===== src/css_pkg.sv =====
package css_pkg;
  localparam int unsigned CSS_PC_W        = 16;
  localparam int unsigned CSS_ACC_W       = 24;
  localparam int unsigned CSS_BIT_SEL_W   = 5;
  localparam int unsigned CSS_CNT_W       = 2;
  localparam int unsigned CSS_LEN_W       = 3;
  localparam int unsigned CSS_OP_W        = 4;
  localparam logic [2:0]  CSS_SKIP_OP_LEN = 3'h1;
  localparam logic [15:0] CSS_PC_RST      = 16'h0000;
  localparam logic [1:0]  CSS_CNT_RST     = 2'h0;
  localparam logic [4:0]  CSS_BIT_MAX     = 5'h17;
  localparam int unsigned CSS_EXEC_CYCLES = 1;

  typedef enum logic [3:0] {
    CSS_OP_ALWAYS,
    CSS_OP_BIT_LOW,
    CSS_OP_BIT_HIGH,
    CSS_OP_NO_CARRY,
    CSS_OP_CARRY,
    CSS_OP_ZERO,
    CSS_OP_NONZERO,
    CSS_OP_NEGATIVE,
    CSS_OP_POSITIVE,
    CSS_OP_NO_OVERFLOW,
    CSS_OP_OVERFLOW
  } css_op_t;
endpackage : css_pkg


===== src/css_skip_seq.sv =====
`timescale 1ns/1ps
module css_skip_seq
  import css_pkg::*;
#(
  parameter int unsigned PC_W  = 16,
  parameter int unsigned ACC_W = 24
) (
  input  wire logic                         clk,
  input  wire logic                         sys_rst,
  input  wire logic                         clk_en,
  input  wire logic                         skip_valid,
  input  wire css_pkg::css_op_t             skip_op,
  input  wire logic [1:0]                   skip_count,
  input  wire logic [1:0]                   accumulator_select,
  input  wire logic [4:0]                   bit_sel,
  input  wire logic [3:0][ACC_W-1:0]        accumulators,
  input  wire logic                         carry_in,
  input  wire logic                         overflow_in,
  input  wire logic                         sign_in,
  input  wire logic                         nonzero_in,
  input  wire logic [PC_W-1:0]              program_counter,
  input  wire logic [2:0]                   next_len,
  input  wire logic [3:0]                   next_cycles,
  output logic                              skip_ready,
  output logic                              fetch_req,
  output logic [PC_W-1:0]                   fetch_addr,
  output logic                              pc_load,
  output logic [PC_W-1:0]                   pc_next,
  output logic                              carry_out,
  output logic                              overflow_out,
  output logic                              sign_out,
  output logic                              nonzero_out,
  output logic                              busy
);
  typedef enum logic [1:0] {CSS_IDLE, CSS_SCAN, CSS_WAIT, CSS_DONE} css_state_t;

  typedef struct packed {
    css_state_t       state;
    logic [PC_W-1:0]  scan_pc;
    logic [1:0]       left;
    logic [3:0]       wait_cnt;
    logic             pc_load;
    logic [PC_W-1:0]  pc_next;
  } css_regs_t;

  css_regs_t r_q;
  css_regs_t r_d;
  logic      taken;

  if (PC_W < 4 || PC_W > 32 || ACC_W != CSS_ACC_W)
  begin : g_width_check
    $error("css_skip_seq: unsupported width");
  end

  function automatic logic [PC_W-1:0] css_pc_add(input logic [PC_W-1:0] pc,
                                                 input logic [2:0] len);
    css_pc_add = pc + PC_W'(len);
  endfunction : css_pc_add

  css_cond_eval #(
    .ACC_W (ACC_W)
  ) u_cond (
    .op                 (skip_op),
    .accumulators       (accumulators),
    .accumulator_select (accumulator_select),
    .bit_sel            (bit_sel),
    .carry              (carry_in),
    .overflow           (overflow_in),
    .sign               (sign_in),
    .nonzero            (nonzero_in),
    .taken              (taken)
  );

  always_comb
  begin
    r_d         = r_q;
    r_d.pc_load = 1'b0;
    unique case (r_q.state)
      CSS_IDLE:
        if (skip_valid)
        begin
          if (taken && skip_count != CSS_CNT_RST)
          begin
            r_d.scan_pc = css_pc_add(program_counter, CSS_SKIP_OP_LEN);
            r_d.left    = skip_count;
            r_d.state   = CSS_SCAN;
          end
          else
          begin
            r_d.pc_load = 1'b1;
            r_d.pc_next = css_pc_add(program_counter, CSS_SKIP_OP_LEN);
          end
        end
      CSS_SCAN:
      begin
        // step over one skipped instruction, burning its cycles
        r_d.scan_pc  = css_pc_add(r_q.scan_pc, next_len);
        r_d.left     = r_q.left - 2'h1;
        r_d.wait_cnt = (next_cycles > 4'h1) ? next_cycles - 4'h1 : 4'h0;
        r_d.state    = (r_d.wait_cnt != 4'h0) ? CSS_WAIT
                     : ((r_d.left == 2'h0) ? CSS_DONE : CSS_SCAN);
      end
      CSS_WAIT:
      begin
        r_d.wait_cnt = r_q.wait_cnt - 4'h1;
        if (r_d.wait_cnt == 4'h0)
          r_d.state = (r_q.left == 2'h0) ? CSS_DONE : CSS_SCAN;
      end
      CSS_DONE:
      begin
        r_d.pc_load = 1'b1;
        r_d.pc_next = r_q.scan_pc;
        r_d.state   = CSS_IDLE;
      end
    endcase
  end

  always_ff @(posedge clk or posedge sys_rst)
  begin
    if (sys_rst)
    begin
      r_q.state    <= CSS_IDLE;
      r_q.scan_pc  <= PC_W'(CSS_PC_RST);
      r_q.left     <= CSS_CNT_RST;
      r_q.wait_cnt <= 4'h0;
      r_q.pc_load  <= 1'b0;
      r_q.pc_next  <= PC_W'(CSS_PC_RST);
    end
    else if (clk_en)
      r_q <= r_d;
  end

  assign skip_ready   = (r_q.state == CSS_IDLE);
  assign busy         = (r_q.state != CSS_IDLE);
  assign fetch_req    = (r_q.state == CSS_SCAN);
  assign fetch_addr   = r_q.scan_pc;
  assign pc_load      = r_q.pc_load;
  assign pc_next      = r_q.pc_next;
  // flags pass straight through untouched
  assign carry_out    = carry_in;
  assign overflow_out = overflow_in;
  assign sign_out     = sign_in;
  assign nonzero_out  = nonzero_in;
endmodule : css_skip_seq


===== src/css_cond_eval.sv =====
`timescale 1ns/1ps
module css_cond_eval
  import css_pkg::*;
#(
  parameter int unsigned ACC_W = 24
) (
  input  wire css_pkg::css_op_t         op,
  input  wire logic [3:0][ACC_W-1:0]    accumulators,
  input  wire logic [1:0]               accumulator_select,
  input  wire logic [4:0]               bit_sel,
  input  wire logic                     carry,
  input  wire logic                     overflow,
  input  wire logic                     sign,
  input  wire logic                     nonzero,
  output logic                          taken
);
  logic tested_bit;

  always_comb
  begin
    tested_bit = accumulators[accumulator_select][bit_sel];
    unique case (op)
      CSS_OP_ALWAYS:      taken = 1'b1;
      CSS_OP_BIT_LOW:     taken = !tested_bit;
      CSS_OP_BIT_HIGH:    taken = tested_bit;
      CSS_OP_NO_CARRY:    taken = !carry;
      CSS_OP_CARRY:       taken = carry;
      CSS_OP_ZERO:        taken = !nonzero;
      CSS_OP_NONZERO:     taken = nonzero;
      CSS_OP_NEGATIVE:    taken = sign;
      CSS_OP_POSITIVE:    taken = !sign;
      CSS_OP_NO_OVERFLOW: taken = !overflow;
      CSS_OP_OVERFLOW:    taken = overflow;
      default:            taken = 1'b0;
    endcase
  end
endmodule : css_cond_eval


===== config.mk =====
export PLATFORM = sky130hd
export DESIGN_NAME = css_skip_seq
export DESIGN_NICKNAME = d
export VERILOG_FILES = /design/src/css_pkg.sv /design/src/css_skip_seq.sv /design/src/css_cond_eval.sv
export SDC_FILE = /design/constraint.sdc
export NUM_CORES = 1
export LEC_CHECK = 0
export BUFFER_PORTS_ARGS = -buffer_cell sky130_fd_sc_hd__buf_4
export CAP_MARGIN = 20
export CORE_ASPECT_RATIO = 0.6
export CORE_UTILIZATION = 50
export DETAILED_ROUTE_END_ITERATION = 8
export GPL_ROUTABILITY_DRIVEN = 0
export GPL_TIMING_DRIVEN = 0
export MAX_ROUTING_LAYER = met4
export PLACE_DENSITY = 0.9
export SYNTH_ARGS = -nofsm -noshare
export SYNTH_HDL_FRONTEND = slang
export SYNTH_SLANG_ARGS = --single-unit

===== constraint.sdc =====
create_clock -name clk -period 2.6 [get_ports clk]
set_input_delay 0.13 -clock clk [delete_from_list [all_inputs] [get_ports clk]]
set_output_delay 0.13 -clock clk [all_outputs]
set_load 0.005 [all_outputs]

* Word level (Yosys, flattened, before mapping) *
Cells that the tools add are included.

word-level totals
  register bits = 41
  input bits = 140
  word-level logic and storage cells = 70

cells by class
  reductions and logical operators = 21
  eq/ne operators = 17
  order comparisons = 3
  mux-type cells = 18
  add/subtract/negate cells = 5

operator list
  kind                     count
  $bmux W24 S2             1
  $mux W20                 2
  $pmux W18 S2             1
  $mux W17                 2
  $pmux W17 S2             1
  $mux W24                 1
  $add A16 B1 Y16 const B  1
  $add A16 B3 Y16          1
  $eq A4 B3 Y1 const B     4
  $eq A4 B4 Y1 const B     3
  $reduce_and A4 Y1        3
  $pmux W1 S11             1
  $reduce_bool A2 Y1       5
  $eq A4 B2 Y1 const B     2
  $logic_not A4 Y1         2
  $mux W2                  4
  $pmux W2 S4              1
  $pmux W4 S2              1
  $sub A4 B1 Y4 const B    2
  $logic_not A2 Y1         3
  $lt A5 B6 Y1 const B     1
  $ne A2 B2 Y1 const B     3
  $bmux W1 S5              1
  $logic_not A1 Y1         5
  12 further kinds         13

* Depth between registers and ports, before layout *
  word-level depth = 10
  depth in mapped cells = 12

* Hierarchy *
A second synthesis with hierarchy kept.

unflattened totals
  cells, all modules = 457
  area total of the unflattened synthesis = 4112.7 um^2

by module, submodules not included
  module         area an instance (um^2)  cells each  seq. area each (um^2)  times used
  css_skip_seq   3178.0                   373         1026.0                 1
  css_cond_eval  934.6                    84          0.0                    1

* Worst setup path before layout *
No wires, ideal clock.

  path kind = input to register
  from = in accumulator_select[1]
  to = reg pc_next[0] (netlist name)
  buffers on the path = 4
  stages = 12
  data arrival time = 2267 ps
  setup slack = 208 ps
  cells stage by stage = buf_6 -> buf_12 -> mux4_2 -> mux2i_1 -> a211oi_2 -> nand4_1 -> a41o_2 -> nand2_4 -> a21o_1 -> buf_6 -> buf_12 -> mux2_4

between the ends
  cells in the longest elaborated chain, start to end = 9

RTL lines
  element                             RTL line             text
  start: declaration                  css_skip_seq.sv:14   input wire logic [1:0] accumulator_select,
  $bmux W24 S2 (*)                    css_cond_eval.sv:21  tested_bit = accumulators[accumulator_select][bit_sel];
  $mux W24 (implied by the code) (*)  css_cond_eval.sv:21
  $bmux W1 S5 (*)                     css_cond_eval.sv:21
  $mux W1 (implied by the code) (*)   css_cond_eval.sv:21
  $logic_not A1 Y1                    css_cond_eval.sv:24  CSS_OP_BIT_LOW: taken = !tested_bit;
  $pmux W1 S11 (*)                    css_cond_eval.sv:22  unique case (op)
  $logic_and A1 B1 Y1 (*)             css_skip_seq.sv:82   if (taken && skip_count != CSS_CNT_RST)
  $ne A2 B2 Y1 (no line) (*)          --
  $reduce_and A4 Y1 (no line) (*)     --

Every way passes the cells marked *; elsewhere a longest branch is shown, timed or not. The select of a mux whose other input is x is not followed.
A chain may end at the register's enable or synchronous reset.

* Worst setup path in the final report *
  from = reg r_q, in the netlist fetch_addr[0]
  to = reg r_q, in the netlist fetch_addr[10]

between the ends
  cells in the longest elaborated chain, start to end = 2

RTL lines
  element                   RTL line             text
  start: declaration        css_skip_seq.sv:46   css_regs_t r_q;
  start signal: assignment  css_skip_seq.sv:130  r_q <= r_d;
  $add A16 B3 Y16           css_skip_seq.sv:57   css_pc_add = pc + PC_W'(len);
  $pmux W18 S2              css_skip_seq.sv:78   unique case (r_q.state)

No other way between the ends.

==> impl_metrics.csv <==
group,metric,value,unit
logic_synthesis,ys_ff_latch,41,
route,avgRoutedWirePerCell,19.1,microns
route,drtIter0Drc,732,
sta,hold_violations,0,
placed_design,io_buffers,176,
sta,max_freq,0.396,GHz
power,worst_ir_drop_vdd,0.000532,V
critical_path,critPathRequiredTime,2800,ps
global_route,first_global_vias,4676,
cts,clkTransAtPathRegs,60,ps
critical_path,start_kind,"flip-flop",
route,viasPerCell,6.16,
logic_synthesis,syn-instance-count,493,
route,drc,1,
logic_synthesis,synth_cell_types,67,
die,start_util,51.7,%
logic_synthesis,yosysTopAreaCell,"dfrtp_1",
route,wl,15100,microns
route,first_pass_iters,8,
global_route,track_usage,33.9,%
critical_path,r2r-start,"fetch_addr[0]$_DFFE_PP0P_",
critical_path,worstPathArrival,2720,ps
critical_path,crit_fanout,8,
logic_synthesis,ys_seq_area_share,23.3,%
logic_synthesis,muxShareOfSynthArea,21.7,%
logic_synthesis,synth_async_sr_flop_share,100,%
logic_synthesis,syn_nets,648,
logic_synthesis,synth_area_leaders,"dfrtp_1 23%, mux4_2 12%, buf_4 6.1%",
cts,cts_buffers,5,
finish,syn_to_final_growth,37.8,%
power,power.switching,1.95,mW
power,power.density,787,nW/um^2
route,ant_nets,0,
power,cellLeakagePower,2.87,nW
placed_design,dpl.hpwl,12000,microns
power,sw_frac_of_total,40.8,%
logic_synthesis,yosysMostFrequentCell,"nand2_1",
route,via_count,4871,
critical_path,setup.worst_path.end,"fetch_addr[10]$_DFFE_PP0P_",
cts,root_buffer,"clkbuf_16",
die,die_h,74.7,microns
sta,setup_tns,0,ps
critical_path,r2r_cells,10,
logic_synthesis,ys_warn_count,0,
finish,n_antenna_cell,0,
cts,cts_max_level,2,
power,total_power,4.78,mW
die,die_area,9210,sq um
global_route,grt_pass1_wl,23100,microns
power,share_comb_of_total_power,58.3,%
worst_hold_path,hp-class,"input port to asynchronous set/reset pin",
sta,final-max-slew-violation-count,0,
die,core.rowCount,26,
sta,min_period,2520,ps
power,pwr-share-clk,15.3,%
logic_synthesis,synth_fa_ha_area_share,4.43,%
power,pwr-share-seq,26.4,%
logic_synthesis,synthSimpleGateAreaFrac,18.6,%
sta,setup_violations,0,
cts,holdBufCountCts,0,
finish,layout-drive-gt1-share,42.6,%
cts,cts_tree,"yes",
job,cap_viol_max_count,0,
logic_synthesis,synth_top_family_by_area,"multiplexers",
logic_synthesis,netlist.area_leader.share,23.3,%
sta,tightest_slew,932,ps
global_route,antenna_found_initial,0,
cts,cts_sinks,41,
logic_synthesis,post_synth_instance_area,4410,sq um
die,die_w,123,microns
logic_synthesis,avgSynthCellArea,8.94,sq um
logic_synthesis,synthFlopType,"dfrtp_1",
critical_path,endpoint_kind,"flip-flop",
logic_synthesis,synth_compound_area_share,16.8,%
outcome,outcome,"finished, violations left",
logic_synthesis,netlist_top_cells_count,"58 x nand2_1, 41 x dfrtp_1, 36 x buf_4, 36 x o21ai_0, 34 x nand3_1",
logic_synthesis,synth_enable_flop_cells,0,
critical_path,ff2ff_setup_slack,80,ps
sta,timing.final.crit_share,97.1,%
sta,clock_skew,3.69,ps
logic_synthesis,yosys.area_share.xor_xnor,3.18,%
power,p_int,2.83,mW
critical_path,worstSetupPathType,"flip-flop to flip-flop",
outcome,violations,"DRC",
sta,max-slew-margin-rel,37.8,%
die,ios,180,
cts,clock_latency,290,ps
finish,nNetsFinal,833,
critical_path,crit_path_start,"fetch_addr[0]$_DFFE_PP0P_",
global_route,overflow,0,
global_route,grt_max_degree,42,
cts,clk_path_buf_depth,2,
sta,timing.hold.ws,58.1,ps
critical_path,worstReg2RegEnd,"fetch_addr[10]$_DFFE_PP0P_",
die,core,8520,sq um
sta,rsz0062_at_grt,"false",
worst max-delay path, cell delays in order (launching register included):
cell,delay (ps)
dfrtp_1,400
ha_1,220
inv_1,60
fa_1,370
nor2b_1,190
o21ai_2,170
nor2_2,220
nand2_1,140
nor4b_1,390
a21oi_1,80
o221ai_1,190
metal layers:
| metal | vias up | routed length (microns) | GRT usage [%] |
|---|---|---|---|
| li1 | 2172 | - | - |
| met2 | 377 | 6830 | 53.3 |
| met1 | 2262 | 6000 | 43.9 |
| met4 | 0 | 331 | 7.90 |
| met3 | 60 | 1940 | 8.94 |
| met5 | - | 0 | - |
final cells by class:
type	count	area (sq um)
Timing Repair Buffer	178	1340
Fill cell	629	2450
Clock buffer	7	143
Inverter	23	86.3
Sequential cell	41	1030
Multi-Input combinational cell	367	2870
Tap cell	112	140
Buffer	62	445
Clock inverter	1	30.0
stage by stage:
stage	util, %	setup slack [ps]	instances	instance area (sq um)
after floorplan	-	208	493	4410
after global placement	68.8	-112	781	5870
after detailed placement	68.8	-212	781	5870
after CTS	70.9	15.1	789	6040
after global routing	71.2	18.8	791	6070
final	71.2	75.3	791	6070
kinds of logic (layout without fill, tap and decap cells):
logic type                 count (synthesis)  after routing
xor gates and xnor gates                  16             16
DFF                                       41             41
muxes                                     59             59
and+or+nand+nor                          165            165
AOI/OAI and AO/OA                        112            112
adders and majority gates                 15             15
buffers and inverters                     85            271
registers in the layout, summed over array words and instances, names as in the netlist:
name,cells
r_q,8
pc_load,1
fetch_addr,16
pc_next,16
layout by cell type (no fill, tap or decap), types with 4 or more instances in the layout:
cell and count:
nor2b_1 10, mux2_4 10, xnor2_1 9, nor2_1 14, and4_1 5, dfrtp_1 41
buf_4 214, nand3_1 34, ha_1 14, clkbuf_1 13, mux2i_1 16, nor3_1 13
mux4_2 23, a31oi_1 4, o31ai_1 10, xor2_1 7, nand4_1 8, a22oi_1 7
a21oi_1 15, buf_6 5, inv_1 22, o21ai_0 36, mux2_2 8, o22ai_1 4
clkbuf_16 5, and3_1 6, nand2_1 57
power by group through the flow:
stage / Combinational (mW) / Sequential, mW / Clock, mW
global placement: 2.57 / 1.22 / 0
finish: 2.79 / 1.26 / 0.734
global route: 3.00 / 1.29 / 0.758
CTS: 2.70 / 1.24 / 0.732
floorplan: 1.74 / 1.13 / 0
detailed placement: 2.68 / 1.24 / 0
timing repair:
| item | CTS | global route |
|---|---|---|
| gates resized for setup | 0 | 10 |
| endpoints found under the setup margin | 0 | 24 |
| setup buffers | 0 | 2 |
worst min path at each step:
stage	endpoint	slack (ps)	depth (start not counted)
2_1_floorplan	r_q[22]$_DFFE_PP0P_	340	2
3_3_place_gp	r_q[22]$_DFFE_PP0P_	460	3
3_5_place_dp	r_q[17]$_DFFE_PP0P_	380	2
4_1_cts	r_q[17]$_DFFE_PP0P_	90	2
5_1_grt	r_q[20]$_DFFE_PP0P_	140	2
6_report	r_q[17]$_DFFE_PP0P_	60	2
(Power assumes the default switching activity.)
